### src/diag_results_defs.svh
/*
  Holds the offsets, field positions, reset values and fixed byte values of the diagnostic results responder.
  Assumes it is included by its bare name from the design file and the bench.
*/
`ifndef DIAG_RESULTS_DEFS_SVH
`define DIAG_RESULTS_DEFS_SVH

// ----------------------------------------
// register offsets (byte addresses)
// ----------------------------------------
`define REG_CTRL_OFS 8'h00
`define REG_ERRCODE_OFS 8'h04
`define REG_STATUS_OFS 8'h08
`define REG_SDREC_OFS 8'h0c

// ----------------------------------------
// fields and reset values
// ----------------------------------------
`define CTRL_PCV_EN_BIT 0
`define CTRL_RESET 1'b1
`define ERRCODE_RESET 16'h0000

// ----------------------------------------
// command descriptor
// ----------------------------------------
`define CDB_LEN 3'h6
`define CDB_OPCODE 8'h1c
`define CDB_PSV_BIT 0

// ----------------------------------------
// response data
// ----------------------------------------
`define PAGE_SUPPORTED 8'h00
`define PAGE_XLATE 8'h40
`define DEFAULT_ADDL_LEN 16'h0006
`define DEFAULT_LEN 16'h0008
`define SUP_LIST_LEN 16'h0002
`define SUP_LEN 16'h0006
`define UNIT_CODE_NONE 8'h00
`define SEND_DIAG_PF_BIT 4

`endif

### src/diag_results_pkg.sv
/*
  Holds the types shared by the diagnostic results responder.
  Assumes the defs header is compiled alongside.
*/
package diag_results_pkg;
  typedef enum {ST_COLLECT, ST_DECIDE, ST_SEND, ST_DRAIN, ST_FINISH} resp_state_t;
  typedef enum logic [1:0] {SRC_DEFAULT, SRC_SUPPORTED, SRC_XLATE, SRC_ERROR} resp_src_t;
endpackage

### src/diag_results_responder.sv
/*
  Holds the response byte FIFO and the target-side handler for the diagnostic results command.
  Assumes command bytes, the send-diagnostic record and the register port all run on clk;
  the bus-phase logic drains the data-in stream and raises status after cmdDone.
*/
// Decided for this implementation: the address map and strobed register access.
// Notes on behaviour
// - six-byte descriptor: opcode 1Ch, flag bit0 byte1, page, length MSB first, control.
// - flag clear selects the answer from the last accepted send-diagnostic command.
// - flag set selects the answer from the descriptor page code.
// - allocation length bounds bytes sent; zero means none.
// - data-in ends at the smaller of allocation length and available bytes.
// - prior send-diagnostic without page format gives the default data block.
// - only pages 00h and 40h exist and get their own layout.
// - default block bytes 0-1 hold additional length 0006h.
// - bytes 2-5 hold replaceable unit codes, most probable first.
// - all four replaceable unit codes are 00h, no information.
// - bytes 6-7 hold the error code, low byte the fault code.
// - fault code byte encodings come from firmware through the error code register.
// - nothing follows byte 7 of the default block.
// - prior page-format request for page 00h returns the supported pages page.
// - supported page: code 00h, reserved byte, list length n-3.
// - list from byte 4 holds 00h then 40h, ascending.
`timescale 1ns/10ps
`include "diag_results_defs.svh"

// ----------------------------------------
// shift FIFO, head always in a flip-flop
// ----------------------------------------
module resp_fifo #(
  parameter int WIDTH = 8,
  parameter int DEPTH = 4
) (
  input wire logic clk,
  input wire logic sys_rst,
  input wire logic inValid,
  output logic inReady,
  input wire logic [WIDTH-1:0] inData,
  output logic outValid,
  input wire logic outReady,
  output logic [WIDTH-1:0] outData
);
  logic [WIDTH-1:0] mem [DEPTH];
  logic [$clog2(DEPTH+1)-1:0] count;
  wire pop = outValid && outReady;
  wire push = inValid && inReady;
  wire [$clog2(DEPTH+1)-1:0] next_count = count + (push ? 1'b1 : 1'b0) - (pop ? 1'b1 : 1'b0);

  assign outData = mem[0];

  genvar i;
  generate
    for (i = 0; i < DEPTH; i++) begin : g_slot
      // each slot takes the new word if it lands here, else on a pop its upper neighbour; the top slot keeps its word
      wire [$clog2(DEPTH+1)-1:0] landAt = pop ? count - 1'b1 : count;
      always_ff @(posedge clk) begin
        if (push && landAt == i)
          mem[i] <= inData;
        else if (pop && i < DEPTH - 1)
          mem[i] <= mem[(i < DEPTH - 1) ? i + 1 : i];
      end
    end
  endgenerate

  always_ff @(posedge clk) begin
    if (sys_rst) begin
      count <= '0;
      outValid <= 1'b0;
      inReady <= 1'b1;
    end else begin
      count <= next_count;
      outValid <= next_count != 0;
      inReady <= next_count != DEPTH;
    end
  end
endmodule

// ----------------------------------------
// responder
// ----------------------------------------
module diag_results_responder
  import diag_results_pkg::*;
#(
  parameter int FIFO_DEPTH = 4
) (
  input wire logic clk,
  input wire logic sys_rst,
  input wire logic cdbValid,
  input wire logic [7:0] cdbData,
  input wire logic sdAccept,
  input wire logic [7:0] sdByte1,
  input wire logic [7:0] sdPageCode,
  output logic dataValid,
  input wire logic dataReady,
  output logic [7:0] dataByte,
  output logic cmdDone,
  output logic cmdCheck,
  output logic xlateReq,
  input wire logic [7:0] regAddr,
  input wire logic [31:0] regWdata,
  input wire logic regWr,
  input wire logic regRd,
  output logic [31:0] regRdata
);
  import diag_results_pkg::*;

  // ----------------------------------------
  // state
  // ----------------------------------------
  resp_state_t state;
  resp_src_t src;
  logic [7:0] cdb [6];
  logic [2:0] cdbIdx;
  logic pcvEnable;
  logic [15:0] errCode;
  logic sdSeen;
  logic page_format_flag;
  logic [7:0] sdPage;
  logic [15:0] sendLen;
  logic [15:0] pushCount;
  logic fifoInReady;

  // ----------------------------------------
  // decode of the held descriptor
  // ----------------------------------------
  wire opcodeOk = cdb[0] == `CDB_OPCODE;
  wire page_select_valid = cdb[1][`CDB_PSV_BIT] && pcvEnable;
  wire [7:0] reqPage = cdb[2];
  wire [15:0] allocLen = {cdb[3], cdb[4]};

  function automatic resp_src_t pageSrc(input logic [7:0] page);
    if (page == `PAGE_SUPPORTED)
      return SRC_SUPPORTED;
    if (page == `PAGE_XLATE)
      return SRC_XLATE;
    return SRC_ERROR;
  endfunction

  // no prior request or no page format: default block
  wire resp_src_t sdSrc = (!sdSeen || !page_format_flag) ? SRC_DEFAULT : pageSrc(sdPage);
  wire resp_src_t pickSrc = !opcodeOk ? SRC_ERROR :
                            page_select_valid ? pageSrc(reqPage) : sdSrc;
  wire [15:0] availLen = pickSrc == SRC_DEFAULT ? `DEFAULT_LEN :
                         pickSrc == SRC_SUPPORTED ? `SUP_LEN : 16'h0000;
  wire [15:0] next_sendLen = allocLen < availLen ? allocLen : availLen;

  function automatic logic [7:0] respByte(input resp_src_t s, input logic [15:0] idx, input logic [15:0] ec);
    logic [7:0] b;
    b = 8'h00;
    if (s == SRC_DEFAULT) begin
      unique case (idx)
        16'h0000: b = 8'(`DEFAULT_ADDL_LEN >> 8);
        16'h0001: b = 8'(`DEFAULT_ADDL_LEN & 16'h00ff);
        16'h0006: b = ec[15:8];
        16'h0007: b = ec[7:0];
        default: b = `UNIT_CODE_NONE;
      endcase
    end else begin
      unique case (idx)
        16'h0000: b = `PAGE_SUPPORTED;
        16'h0002: b = 8'(`SUP_LIST_LEN >> 8);
        16'h0003: b = 8'(`SUP_LIST_LEN & 16'h00ff);
        16'h0004: b = `PAGE_SUPPORTED;
        16'h0005: b = `PAGE_XLATE;
        default: b = 8'h00;
      endcase
    end
    return b;
  endfunction

  wire pushing = state == ST_SEND && pushCount != sendLen;
  wire [7:0] pushByte = respByte(src, pushCount, errCode);
  wire fifoPush = pushing && fifoInReady;

  // ----------------------------------------
  // fifo toward the data-in phase
  // ----------------------------------------
  resp_fifo #(.WIDTH(8), .DEPTH(FIFO_DEPTH)) u_fifo (
    .clk(clk),
    .sys_rst(sys_rst),
    .inValid(pushing),
    .inReady(fifoInReady),
    .inData(pushByte),
    .outValid(dataValid),
    .outReady(dataReady),
    .outData(dataByte)
  );

  // ----------------------------------------
  // command sequence
  // ----------------------------------------
  always_ff @(posedge clk) begin
    if (sys_rst) begin
      state <= ST_COLLECT;
      cdbIdx <= 3'h0;
      src <= SRC_DEFAULT;
      sendLen <= 16'h0000;
      pushCount <= 16'h0000;
      cmdDone <= 1'b0;
      cmdCheck <= 1'b0;
      xlateReq <= 1'b0;
    end else begin
      cmdDone <= 1'b0;
      xlateReq <= 1'b0;
      unique case (state)
        ST_COLLECT: begin
          if (cdbValid) begin
            cdbIdx <= cdbIdx + 3'h1;
            if (cdbIdx == `CDB_LEN - 3'h1) begin
              cdbIdx <= 3'h0;
              state <= ST_DECIDE;
            end
          end
        end
        ST_DECIDE: begin
          src <= pickSrc;
          sendLen <= next_sendLen;
          pushCount <= 16'h0000;
          cmdCheck <= pickSrc == SRC_ERROR;
          // translate page layout lives elsewhere; hand it over
          xlateReq <= pickSrc == SRC_XLATE;
          state <= ST_SEND;
        end
        ST_SEND: begin
          if (fifoPush)
            pushCount <= pushCount + 16'h0001;
          if (!pushing)
            state <= ST_DRAIN;
        end
        ST_DRAIN: begin
          // phase ends only once the last byte has left the fifo
          if (!dataValid)
            state <= ST_FINISH;
        end
        ST_FINISH: begin
          cmdDone <= 1'b1;
          state <= ST_COLLECT;
        end
      endcase
    end
  end

  always_ff @(posedge clk) begin
    if (state == ST_COLLECT && cdbValid)
      cdb[cdbIdx] <= cdbData;
  end

  // ----------------------------------------
  // send-diagnostic record
  // ----------------------------------------
  always_ff @(posedge clk) begin
    if (sys_rst) begin
      sdSeen <= 1'b0;
      page_format_flag <= 1'b0;
      sdPage <= 8'h00;
    end else if (sdAccept) begin
      sdSeen <= 1'b1;
      page_format_flag <= sdByte1[`SEND_DIAG_PF_BIT];
      sdPage <= sdPageCode;
    end
  end

  // ----------------------------------------
  // register port
  // ----------------------------------------
  wire selCtrl = regAddr == `REG_CTRL_OFS;
  wire selErr = regAddr == `REG_ERRCODE_OFS;
  wire selStat = regAddr == `REG_STATUS_OFS;
  wire selSd = regAddr == `REG_SDREC_OFS;
  wire busy = state != ST_COLLECT;
  wire [31:0] next_regRdata = selCtrl ? {31'h0, pcvEnable} :
                              selErr ? {16'h0, errCode} :
                              selStat ? {pushCount, 12'h0, cmdCheck, src, busy} :
                              selSd ? {22'h0, sdSeen, page_format_flag, sdPage} : 32'h0;

  always_ff @(posedge clk) begin
    if (sys_rst) begin
      pcvEnable <= `CTRL_RESET;
      errCode <= `ERRCODE_RESET;
      regRdata <= 32'h0;
    end else begin
      if (regWr && selCtrl)
        pcvEnable <= regWdata[`CTRL_PCV_EN_BIT];
      if (regWr && selErr)
        errCode <= regWdata[15:0];
      // unmapped or idle reads return zero
      regRdata <= regRd ? next_regRdata : 32'h0;
    end
  end

  // ----------------------------------------
  // checks
  // ----------------------------------------
  // the byte checks watch bytes as they enter the fifo; the far side may take them much later
  a_push_bound: assert property (@(posedge clk) disable iff (sys_rst) pushCount <= sendLen)
    else $error("pushed past length");
  a_len_choice: assert property (@(posedge clk) disable iff (sys_rst)
    state == ST_DECIDE |=> sendLen == $past(next_sendLen) && sendLen <= $past(allocLen))
    else $error("length not min of allocation and data");
  a_zero_alloc: assert property (@(posedge clk) disable iff (sys_rst)
    state == ST_DECIDE && allocLen == 16'h0000 |=> !pushing [*2])
    else $error("data with zero allocation");
  a_default_hdr: assert property (@(posedge clk) disable iff (sys_rst)
    fifoPush && src == SRC_DEFAULT && pushCount == 16'h0001 |-> pushByte == 8'h06)
    else $error("bad additional length");
  a_unit_codes: assert property (@(posedge clk) disable iff (sys_rst)
    fifoPush && src == SRC_DEFAULT && pushCount >= 16'h0002 && pushCount <= 16'h0005 |-> pushByte == 8'h00)
    else $error("unit code not zero");
  a_default_size: assert property (@(posedge clk) disable iff (sys_rst)
    state == ST_SEND && src == SRC_DEFAULT |-> sendLen <= 16'h0008)
    else $error("default block too long");
  a_sup_list: assert property (@(posedge clk) disable iff (sys_rst)
    fifoPush && src == SRC_SUPPORTED && pushCount == 16'h0005 |-> pushByte == 8'h40)
    else $error("supported list wrong");
  a_bad_page: assert property (@(posedge clk) disable iff (sys_rst)
    state == ST_DECIDE && opcodeOk && page_select_valid && reqPage != 8'h00 && reqPage != 8'h40
    |=> cmdCheck && sendLen == 16'h0000)
    else $error("unsupported page not refused");
  a_sd_select: assert property (@(posedge clk) disable iff (sys_rst)
    state == ST_DECIDE && opcodeOk && !page_select_valid && !page_format_flag |=> src == SRC_DEFAULT)
    else $error("default block not chosen");
  a_done_pulse: assert property (@(posedge clk) disable iff (sys_rst)
    cmdDone |-> !dataValid && $past(state == ST_FINISH) ##1 !cmdDone)
    else $error("done before drain");
  a_sup_len: assert property (@(posedge clk) disable iff (sys_rst)
    fifoPush && src == SRC_SUPPORTED && pushCount == 16'h0003 |-> pushByte == 8'h02)
    else $error("supported list length wrong");
  a_sup_codes: assert property (@(posedge clk) disable iff (sys_rst)
    fifoPush && src == SRC_SUPPORTED && (pushCount == 16'h0000 || pushCount == 16'h0004) |-> pushByte == 8'h00)
    else $error("supported page code wrong");
  a_xlate_only: assert property (@(posedge clk) disable iff (sys_rst)
    state == ST_DECIDE && pickSrc == SRC_XLATE |=> xlateReq && !cmdCheck && sendLen == 16'h0000)
    else $error("translate page not handed over");
  a_bad_opcode: assert property (@(posedge clk) disable iff (sys_rst)
    state == ST_DECIDE && !opcodeOk |=> cmdCheck && src == SRC_ERROR)
    else $error("wrong opcode not refused");
  a_pf_record: assert property (@(posedge clk) disable iff (sys_rst)
    sdAccept |=> sdSeen && page_format_flag == $past(sdByte1[`SEND_DIAG_PF_BIT]))
    else $error("page format not recorded");
  a_check_hold: assert property (@(posedge clk) disable iff (sys_rst)
    state != ST_DECIDE |=> $stable(cmdCheck))
    else $error("check status moved outside decide");
endmodule

### config.mk
export PLATFORM = sky130hd
export DESIGN_NAME = diag_results_responder
export DESIGN_NICKNAME = d
export VERILOG_FILES = /design/src/diag_results_pkg.sv /design/src/diag_results_responder.sv
export VERILOG_INCLUDE_DIRS = /design/src
export SDC_FILE = /design/constraint.sdc
export NUM_CORES = 1
export LEC_CHECK = 0
export ABC_CLOCK_PERIOD_IN_PS = 3800
export BUFFER_PORTS_ARGS = -buffer_cell sky130_fd_sc_hd__buf_4
export CAP_MARGIN = 0
export CORE_ASPECT_RATIO = 0.5
export CORE_MARGIN = 2
export CORE_UTILIZATION = 40
export CTS_CLUSTER_SIZE = 20
export DETAILED_ROUTE_END_ITERATION = 8
export MAX_ROUTING_LAYER = met4
export PLACE_DENSITY = 0.65
export SYNTH_ARGS = -nofsm -noshare
export SYNTH_HDL_FRONTEND = slang
export SYNTH_SLANG_ARGS = --single-unit
### constraint.sdc
create_clock -name clk -period 3.8 [get_ports clk]
set_clock_uncertainty 0.1 [all_clocks]
set_input_delay 0 -clock clk [delete_from_list [all_inputs] [get_ports clk]]
set_output_delay 0 -clock clk [all_outputs]
set_load 0.02 [all_outputs]
# [Word-level counts from Yosys, hierarchy flattened]
# Memories as Yosys holds them, arrays and structs flattened.
# Cells that the tools add are included.
# W data, S select, Z words.
[totals] reg_bits=136 ramBits=80 inputBits=71 output_inout_bits=44 elab_cells=153 mem_count=2
[op_classes] add_sub_neg=5 n_lt_le_gt_ge=1 n_eq_ne=30 n_mux=59 n_bitwise=5 n_reduce_logical=32
[memory_table] memory="cdb" words=6 width=8 rd=5 rd_ports_with_merged_regs=0 wr=1 line_no="diag_results_responder.sv:112" text="logic [7:0] cdb [6];"
[memory_table] memory="u_fifo.mem" words=4 width=8 rd=4 rd_ports_with_merged_regs=0 wr=4 line_no="diag_results_responder.sv:43" text="logic [WIDTH-1:0] mem [DEPTH];"
[ops] op="$mux W32" n=5
[ops] op="$pmux W32 S5" n=1
[ops] op="$eq A32 B2 Y1 const B" n=2
[ops] op="$eq A32 B3 Y1 const B" n=2
[ops] op="$logic_not A32 Y1" n=2
[ops] op="$eq A16 B3 Y1 const B" n=3
[ops] op="$mux W16" n=3
[ops] op="$eq A32 B1 Y1 const B" n=1
[ops] op="$mux W8" n=4
[ops] op="$pmux W16 S2" n=1
[ops] op="$reduce_bool A32 Y1" n=1
[ops] op="$mux W1" n=27
[ops] op="$logic_not A8 Y1" n=3
[ops] op="$pmux W8 S3" n=1
[ops] op="$mux W2" n=11
[ops] op="$add A16 B1 Y16 const B" n=1
[ops] op="$eq A16 B1 Y1 const B" n=1
[ops] op="$eq A16 B2 Y1 const B" n=1
[ops] op="$eq A8 B4 Y1 const B" n=2
[ops] op="$eq A8 B7 Y1 const B" n=2
[ops] op="$lt A16 B4 Y1" n=1
[ops] op="$ne A16 B16 Y1" n=1
[ops] op="$pmux W7 S2" n=1
[ops] op="$logic_and A1 B1 Y1" n=11
[ops] op="30 further kinds" n=44

# [Depth between registers and ports, before layout]
# Gate-level depths: netlist of run 1.
[logic_depth] word_depth=13 ltp_mapped=14

# [Modules after synthesis]
# From an unflattened synthesis of run 1, not the netlist that was laid out.
[hier_totals] hier_cells=615 hier_area_um2=7113.1
[modules_own_cells] mod="diag_results_responder" n_inst=1 cells_per_inst=521 area_each_um2=5486.5
[modules_own_cells] mod="resp_fifo" n_inst=1 cells_per_inst=94 area_each_um2=1626.6

# [Least setup slack after synthesis of run 1]
# No wires, ideal clock.
[synth_path] path_kind="flip-flop to flip-flop" startpoint="memory cdb[0][5]" endpoint="register sendLen[2]" setup_ns=0.086 arrival_time_ns=2.655 required_time_ns=3.614 slack_ns=0.959 stages_incl_launch_ff=10 path_cell_list="edfxtp_1 > or4b_1 > nor4_4 > nand3_1 > ha_1 > a211oi_1 > nand4_1 > o41ai_1 > nand2_1 > a211oi_1"
[synth_rtl] element="start, declared" line_no="diag_results_responder.sv:112"
[synth_rtl] element="end signal, assigned" line_no="diag_results_responder.sv:217" text="sendLen <= next_sendLen;"
[synth_rtl] element="end, declared" line_no="diag_results_responder.sv:119" text="logic [15:0] sendLen;"

==> run metrics, run 1 <==
status complete, no violations; synthesized flop and latch total 172; DR iter-0 viols 368; post-CTS setup buffers 0; Layout area overhead 31.6%; clock power share 37.8%; ant diodes 0; Worst Tran Pin Value 1120 ps; RePlAce Congestion 0.807; Mean Syn Cell Area 11.4 µm²; largest net degree at the start of global routing 54; die area 18400 µm²; Peak supply drop 0.305 mV; final design utilization 54.8%; Gate Count Post-Synth 610; GR Util All Layers 18.4%; Top cell by count, worst path a211oi_1; share of flip-flops with an asynchronous set or reset 0%; sw frac 27.1%; RSZ-0062 raised after global routing false; MaxCap Viol Count 0; Avg WL per Cell 15.8 µm; Initial Util 41.6%; CP max stage delay 590 ps; # rows 33; CTS Buffer Depth 2; I/O pins 115; die extent in y 97.1 µm; area of the core 16600 µm²; global-route wire length before repair 25900 µm; syn nets 690; Worst Path Max Fanout 4; via/cell ratio 5.01; commonest cells after routing, fill and taps aside dfxtp_1 (107), buf_4 (97), dlygate4sd3_1 (74); Root Driver clkbuf_16; Post-CTS Hold Fix Bufs 74; H-tree depth 4; Post-synth EDFFs 65; CP Launch Type register; Synth top area share 30.9%; share of cells above drive strength 1 21.1%; endpoints failing setup 0; Multi-input gate area 2660 µm²; Sequential Area 4090 µm²; Syn Std Cell Area 6930 µm²; Worst Path Required 4040 ps; Layout Nets 855; hold_ws 188 ps; die width 190 µm; final setup TNS 0 ps; # port buffers 91; Post-CTS Resized 0; final hold violation count 0; fmax 0.304 GHz; register share of total power 48.4%; vias in the first global route 4978; total CTS buffers 17; Yosys Warn Count 0; pwr dens 476 nW/µm²; worst hold path type primary input to register; highest-delay cell along the critical path or4b_1; vias 5090; later-pin clock latency in the skew report 430 ps; Comb pwr share 13.8%; Final HPWL DP 11000 µm; ys flop type dfxtp_1; sequential share of the synthesized area 59.1%; critical-path cell list or4b_1 -> nor4_4 -> o211a_1 -> nand2b_1 -> ha_1 -> a211oi_1 -> nand4_1 -> o41ai_1 -> nand2_1 -> a211oi_1; critical path class register to register; relative slew slack 24.5%; Fillers 1384; top post-synthesis cells by area dfxtp_1 (31%), edfxtp_1 (28%), mux2_2 (3.7%); Post-DRT Antenna Nets 0; Period minus WS final 3290 ps; clk sink count 172; Net Sw Power 1.18 mW; Critical Path Sink Type register; initial antenna violation count 0; Synth cell types 65; CTS tree done; most common cell after layout, fill and taps aside dfxtp_1; drc violations 0; Routed WL 16100 µm; Final Cycle Share 86.6%; Remaining Overflow, GRT 0; Leak Pwr 3.66 nW; DRT Pass-1 Iters 5; Reg clk slew, reported paths 70 ps; area leader, netlist dfxtp_1; crit path DAT 3530 ps; Int Pwr 3.16 mW; max-slew violations 0; PnR Total Power 4.34 mW
[synthesized netlist by cell type (3+ instances only)]
library cell,count
nand2b_1,4
nor4_1,11
a2111oi_0,4
nor2_1,56
a21oi_1,33
edfxtp_1,65
a211oi_1,7
nand2_1,61
mux2_2,23
nor4b_1,3
or3_1,5
o21ai_0,6
dfxtp_1,107
clkbuf_1,22
ha_1,8
mux2i_1,12
and3_1,4
nor2b_1,5
nor3_1,9
nand3_1,15
xnor2_1,4
a22o_1,11
buf_6,3
a31oi_1,3
and2_1,36
a31o_2,3
inv_1,15
xor2_1,21
nand4_1,6
a2111o_1,3
[layer usage]
layer	vias to the layer above	GRT usage, %	share of wire [%]
met4	0	5.31	1.2
met3	19	4.55	4.6
met5	-	-	0
met2	136	26.7	44
li1	2523	-	-
met1	2412	25.6	50
[metrics by stage]
step | area [µm²] | setup WS [ps] | cells
after floorplan | 6930 | 959 | 610
after global placement | 7820 | 681 | 909
after detailed placement | 7820 | 616 | 909
after CTS | 9110 | 529 | 1015
after global routing | 9110 | 310 | 1015
final | 9110 | 510 | 1015
[power groups by stage]
stage / Clock [mW] / Sequential (mW) / Combinational (mW)
final: 1.64 / 2.10 / 0.598
after global routing: 1.75 / 2.11 / 0.656
after CTS: 1.68 / 2.10 / 0.601
after detailed placement: 0 / 2.14 / 0.547
after global placement: 0 / 2.14 / 0.529
after floorplan: 0 / 2.15 / 0.355
[final timing paths]
| kind | end | cells past startpoint | startpoint | slack, ps |
|---|---|---|---|---|
| min | errCode[0] | 4 | regWr | 190 |
| max reg2reg | sendLen[2] | 10 | cdb[0][5] | 510 |
| min reg2reg | sendLen[0] | 2 | sendLen[0] | 370 |
| max | sendLen[2] | 10 | cdb[0][5] | 510 |
[worst max-delay path: cells and delay by family, from the launching register on]
kind / cells / cell delay [ps]
AOI/OAI and AO/OA: 4 / 1250
adders and majority gates: 1 / 200
DFF: 1 / 360
and+or+nand+nor: 5 / 1300
[final cells by class]
cell class	count	share of cell area, %
Sequential cell	172	44.9
Multi-Input combinational cell	397	29.1
Timing Repair Buffer	171	16.1
Clock buffer	17	4.67
Tap cell	227	3.12
Clock inverter	15	1.39
Inverter	16	0.659
[cell families after synthesis]
kind of cell,Yosys count,share of synthesized area (%)
adder cells (fa/ha/maj),9,1.73
buffers and inverters,41,2.55
AND/OR/NAND/NOR,233,17.5
flip-flops,172,59.1
XOR/XNOR,25,3.16
multiplexers,37,5.80
AO/OA/AOI/OAI,93,10.2
[state kept, by name, summed over array words and instances (netlist names)]
| name | count |
|---|---|
| sendLen | 16 |
| u_fifo.outValid | 1 |
| u_fifo.count | 3 |
| pushCount | 16 |
| cmdDone | 1 |
| xlateReq | 1 |
| sdPage | 8 |
| cdb | 33 |
| sdSeen | 1 |
| pcvEnable | 1 |
| state | 3 |
| u_fifo.mem | 32 |
| cmdCheck | 1 |
| cdbIdx | 3 |
| src | 2 |
| page_format_flag | 1 |
| regRdata | 32 |
| u_fifo.inReady | 1 |
| errCode | 16 |
Power figures use the tool's default switching activity.
==> run 2: changes to the inputs <==
--- a/config.mk
+++ b/config.mk
@@ -6,7 +6,7 @@
 export SDC_FILE = /design/constraint.sdc
 export NUM_CORES = 1
 export LEC_CHECK = 0
-export ABC_CLOCK_PERIOD_IN_PS = 3800
+export ABC_CLOCK_PERIOD_IN_PS = 2760
 export BUFFER_PORTS_ARGS = -buffer_cell sky130_fd_sc_hd__buf_4
 export CAP_MARGIN = 0
 export CORE_ASPECT_RATIO = 0.5
@@ -15,7 +15,7 @@
 export CTS_CLUSTER_SIZE = 20
 export DETAILED_ROUTE_END_ITERATION = 8
 export MAX_ROUTING_LAYER = met4
-export PLACE_DENSITY = 0.65
+export PLACE_DENSITY = 0.67
 export SYNTH_ARGS = -nofsm -noshare
 export SYNTH_HDL_FRONTEND = slang
 export SYNTH_SLANG_ARGS = --single-unit
==> constraint.sdc (replaced) <==
create_clock -name clk -period 2.76 [get_ports clk]
set_clock_uncertainty 0.1 [all_clocks]
set_input_delay 0 -clock clk [delete_from_list [all_inputs] [get_ports clk]]
set_output_delay 0 -clock clk [all_outputs]
set_load 0.02 [all_outputs]
==> run metrics, run 2 (same netlist as run 1, synthesis figures left out) <==
status finished with violations; failing checks negative setup slack; vias in the first global route 5411; die width 190 µm; RePlAce Congestion 0.816; hold path startpoint regAddr[0]; highest-delay cell along the critical path or4b_4; critical path class register to register; Final Cycle Share 106%; CP Launch Type register; Fillers 1363; Critical Path Sink Type register; Final HPWL DP 11400 µm; clock power share 39.1%; die area 18400 µm²; CP max stage delay 560 ps; max FFs per register 33; Leak Pwr 3.92 nW; Remaining Overflow, GRT 0; crit path DAT 3150 ps; pwr dens 647 nW/µm²; Initial Util 41.6%; fmax 0.343 GHz; CP endpoint sendLen[1]; Worst R2R End sendLen[1]; Peak supply drop 0.373 mV; RSZ-0062 raised after global routing true; CTS Buffer Depth 2; Largest regs cdb: 33 flops, regRdata: 32 flops, u_fifo.mem: 32 flops; Avg WL per Cell 16.5 µm; sw frac 27.3%; vias 5402; die extent in y 97.1 µm; # placed instances 939; max-slew violations 0; CTS tree done; # port buffers 91; Net Sw Power 1.69 mW; clk sink count 172; Non-Filler Instances 1060; Largest Register cdb; FF-to-FF path depth 12; Layout area overhead 38.3%; Sequential Area 4090 µm²; Reg-to-Reg Start cdb[0][6]; initial antenna violation count 0; Post-DRT Antenna Nets 0; final hold violation count 0; via/cell ratio 5.10; Layout Nets 899; I/O pins 115; H-tree depth 4; # rows 33; Worst Path Max Fanout 2; Routed WL 17500 µm; area of the core 16600 µm²; GR Util All Layers 20.4%; most common cell after layout, fill and taps aside buf_4; crit path from cdb[0][6]; R2R Setup Slk -160 ps; commonest cells after routing, fill and taps aside buf_4 (140), dfxtp_1 (107), dlygate4sd3_1 (73); Worst Path Required 2990 ps; Int Pwr 4.50 mW; total CTS buffers 17; Period minus WS final 2920 ps; DRT Pass-1 Iters 4; register share of total power 46.6%; worst hold path type primary input to register; Root Driver clkbuf_16; Worst Tran Pin Value 847 ps; Multi-input gate area 2730 µm²; share of cells above drive strength 1 27.0%; DR iter-0 viols 340; PnR Total Power 6.19 mW; endpoints failing setup 4; later-pin clock latency in the skew report 420 ps; relative slew slack 42.9%; final worst slack -159 ps; global-route wire length before repair 28600 µm; MaxCap Viol Count 0; drc violations 0; Reg clk slew, reported paths 70 ps; largest net degree at the start of global routing 54; Comb pwr share 14.3%; critical-path cell list or4b_4 -> nor4_4 -> o211a_1 -> nand2b_1 -> ha_2 -> a211oi_2 -> nand4_1 -> buf_4 -> a21o_1 -> inv_1 -> nand2_1 -> a211oi_1
## run 2: power groups by stage
| stage | Sequential, mW | Combinational (mW) | Clock (mW) |
|---|---|---|---|
| after floorplan | 2.96 | 0.493 | 0 |
| after global placement | 2.94 | 0.778 | 0 |
| after detailed placement | 2.94 | 0.797 | 0 |
| after CTS | 2.89 | 0.880 | 2.46 |
| after global routing | 2.90 | 0.970 | 2.58 |
| final | 2.89 | 0.883 | 2.42 |
## run 2: what timing repair did
item,in CTS,in global routing
gates resized for setup,9,5
hold buffers,73,0
pin swaps,12,2
endpoints found under the hold margin,76,0
setup endpoints to repair,4,23
buffers inserted,17,2
cloned,0,0
## run 2: per-layer routing
layer	global-route usage, %	up-vias	wire [µm]
met5	-	-	0
li1	-	2614	-
met1	27.9	2596	8240
met3	3.97	20	953
met4	6.26	0	267
met2	30.6	172	8030
## run 2: stage by stage
stage               hold WS, ps  util [%]  worst slack (ps)  cell area [µm²]  TNS [ps]
finish                     32.7      57.6              -159             9580      -542
global route               74.1      57.5              -400             9570     -1520
CTS                        1.62      57.5             -93.0             9580      -283
detailed placement          113      48.5              -226             8060      -717
global placement            117      48.5              -121             8060      -344
floorplan                 -1.13         -              16.1             6940         0
## run 2: worst min path at each step
| stage | end | depth (start not counted) |
|---|---|---|
| 2_1_floorplan | cdb[0][0] | 0 |
| 3_3_place_gp | cdb[2][1] | 1 |
| 6_report | regRdata[2] | 4 |
| 5_1_grt | regRdata[2] | 4 |
| 4_1_cts | regRdata[2] | 4 |
| 3_5_place_dp | cdb[4][4] | 1 |
## run 2: final cells by class
type / count / share of cell area [%]
sequential: 172 / 42.7
multi-input combinational: 397 / 28.5
timing repair buffer: 215 / 18.8
clock buffer: 17 / 4.44
tap: 227 / 2.97
clock inverter: 15 / 1.86
inverter: 16 / 0.627
antenna: 1 / 0.0261
## run 2: critical path, delay by kind of cell, from the launching register on
kind	cells	cell delay, ps
AND/OR/NAND/NOR	5	1060
adder cells (fa/ha/maj)	1	190
AO/OA/AOI/OAI	4	830
buffers and inverters	2	280
flip-flops	1	370
==> run 3: changes to the inputs <==
--- a/config.mk
+++ b/config.mk
@@ -6,16 +6,16 @@
 export SDC_FILE = /design/constraint.sdc
 export NUM_CORES = 1
 export LEC_CHECK = 0
-export ABC_CLOCK_PERIOD_IN_PS = 2760
+export ABC_CLOCK_PERIOD_IN_PS = 2400
 export BUFFER_PORTS_ARGS = -buffer_cell sky130_fd_sc_hd__buf_4
 export CAP_MARGIN = 0
 export CORE_ASPECT_RATIO = 0.5
 export CORE_MARGIN = 2
-export CORE_UTILIZATION = 40
+export CORE_UTILIZATION = 50
 export CTS_CLUSTER_SIZE = 20
 export DETAILED_ROUTE_END_ITERATION = 8
 export MAX_ROUTING_LAYER = met4
-export PLACE_DENSITY = 0.67
+export PLACE_DENSITY = 0.8
 export SYNTH_ARGS = -nofsm -noshare
 export SYNTH_HDL_FRONTEND = slang
 export SYNTH_SLANG_ARGS = --single-unit
==> constraint.sdc (replaced) <==
create_clock -name clk -period 2.4 [get_ports clk]
set_clock_uncertainty 0.1 [all_clocks]
set_input_delay 0 -clock clk [delete_from_list [all_inputs] [get_ports clk]]
set_output_delay 0 -clock clk [all_outputs]
set_load 0.02 [all_outputs]
==> run metrics, run 3 (same netlist as run 1, synthesis figures left out) <==
cell area after layout 9900 µm²; highest-delay cell along the critical path or4b_4; Layout area overhead 42.9%; Final HPWL DP 11200 µm; via/cell ratio 5.69; status finished with violations; I/O pins 115; # port buffers 91; pwr dens 750 nW/µm²; max-slew violations 0; total CTS buffers 17; critical path class register to register; Largest Register cdb; clk sink count 172; Worst Tran Pin Value 1060 ps; GR Util All Layers 26.7%; # placed instances 925; initial antenna violation count 1; MaxCap Viol Count 0; most common cell after layout, fill and taps aside buf_4; Remaining Overflow, GRT 0; area of the core 13600 µm²; final hold violation count 0; Final Cycle Share 124%; Reg clk slew, reported paths 70 ps; drc violations 0; Top cell by count, worst path a211oi_2; share of cells above drive strength 1 31.1%; Peak supply drop 0.481 mV; Worst Path Required 2630 ps; failing checks negative setup slack; CP max stage delay 560 ps; die extent in y 87.2 µm; vias 5901; DR iter-0 viols 535; Root Driver clkbuf_16; Initial Util 51.1%; largest net degree at the start of global routing 54; Post-DRT Antenna Nets 0; max FFs per register 33; die width 170 µm; worst hold path type primary input to register; CP Launch Type register; critical-path cell list or4b_4 -> nor4_4 -> o211a_1 -> nand2b_1 -> ha_2 -> a211oi_2 -> nand4_1 -> a21o_1 -> inv_1 -> nand2_1 -> a211oi_2; PnR Total Power 7.42 mW; relative slew slack 29.4%; fmax 0.337 GHz; Routed WL 19900 µm; RePlAce Congestion 0.887; CTS tree done; H-tree depth 4; vias in the first global route 5657; DRT Pass-1 Iters 5; RSZ-0062 raised after global routing true; Cell Area, Placed 8320 µm²; later-pin clock latency in the skew report 430 ps; Non-Filler Instances 1037; Largest regs cdb: 33 flops, regRdata: 32 flops, u_fifo.mem: 32 flops; die area 14900 µm²; Period minus WS final 2970 ps; final worst slack -572 ps; Avg WL per Cell 19.2 µm; final design utilization 73.0%; commonest cells after routing, fill and taps aside buf_4 (145), dfxtp_1 (95), dlygate4sd3_1 (74); crit path DAT 3200 ps; Layout Nets 910; Critical Path Sink Type register; Worst Path Max Fanout 3; endpoints failing setup 5; global-route wire length before repair 29100 µm; Leak Pwr 4.08 nW; CTS Buffer Depth 2; # rows 30
==> run 3: changes by cell type in the layout (fill, tap and decap cells not counted), sizes merged <==
cell	delta
buf	+10
clkbuf	+7
clkinvlp	-2
diode	+1
dlygate4sd3	+1
inv	-5
==> run 3: final cells by class <==
cell class	instances	area (µm²)
antenna	2	5.00
clock buffer	24	505
clock inverter	8	80.1
fill	803	3650
inverter	16	65.1
multi-input combinational	397	2970
sequential	172	4110
tap	192	240
timing repair buffer	226	1930
==> run 3: metal layers <==
metal | GRT usage (%) | part of all wire (%) | wire, µm
met1 | 32.2 | 40 | 8020
met4 | 13.6 | 5.0 | 992
met2 | 42.5 | 47 | 9350
met5 | - | 0 | 0
met3 | 6.27 | 7.7 | 1540
==> run 3: metrics by stage <==
stage / worst slack [ps] / hold slack [ps] / setup TNS, ps
after floorplan: -287 / -1.13 / -2880
after global placement: -397 / 114 / -1440
after detailed placement: -510 / 111 / -2000
after CTS: -524 / 3.09 / -1940
after global routing: -668 / 76.3 / -3510
final: -572 / 39.4 / -2090
==> run 3: where the power goes <==
group          switching (mW)  internal [mW]
registers               0.116           3.23
logic                   0.696          0.615
clock network            1.17           1.59
==> run 3: worst max-delay path, delay by kind of cell, from the launching register on <==
kind,cells,cell delay [ps]
AOI/OAI and AO/OA,4,920
adders and majority gates,1,190
buffers and inverters,1,110
DFF,1,370
and+or+nand+nor,5,1190
==> run 3: what timing repair did <==
action,in CTS,in global routing
buffers inserted,3,1
pin swaps,12,18
hold buffers,74,0
endpoints found under the hold margin,76,0
resized for setup,8,42
setup endpoints to repair,23,47
==> run 3: final timing paths <==
kind	from	to	slack [ps]	cells after the start
hold reg to reg	sendLen[10]	sendLen[10]	370	1
setup / recovery	cdb[0][7]	sendLen[1]	-570	11
hold / removal	regWr	errCode[0]	40	5
setup reg to reg	cdb[0][7]	sendLen[1]	-570	11
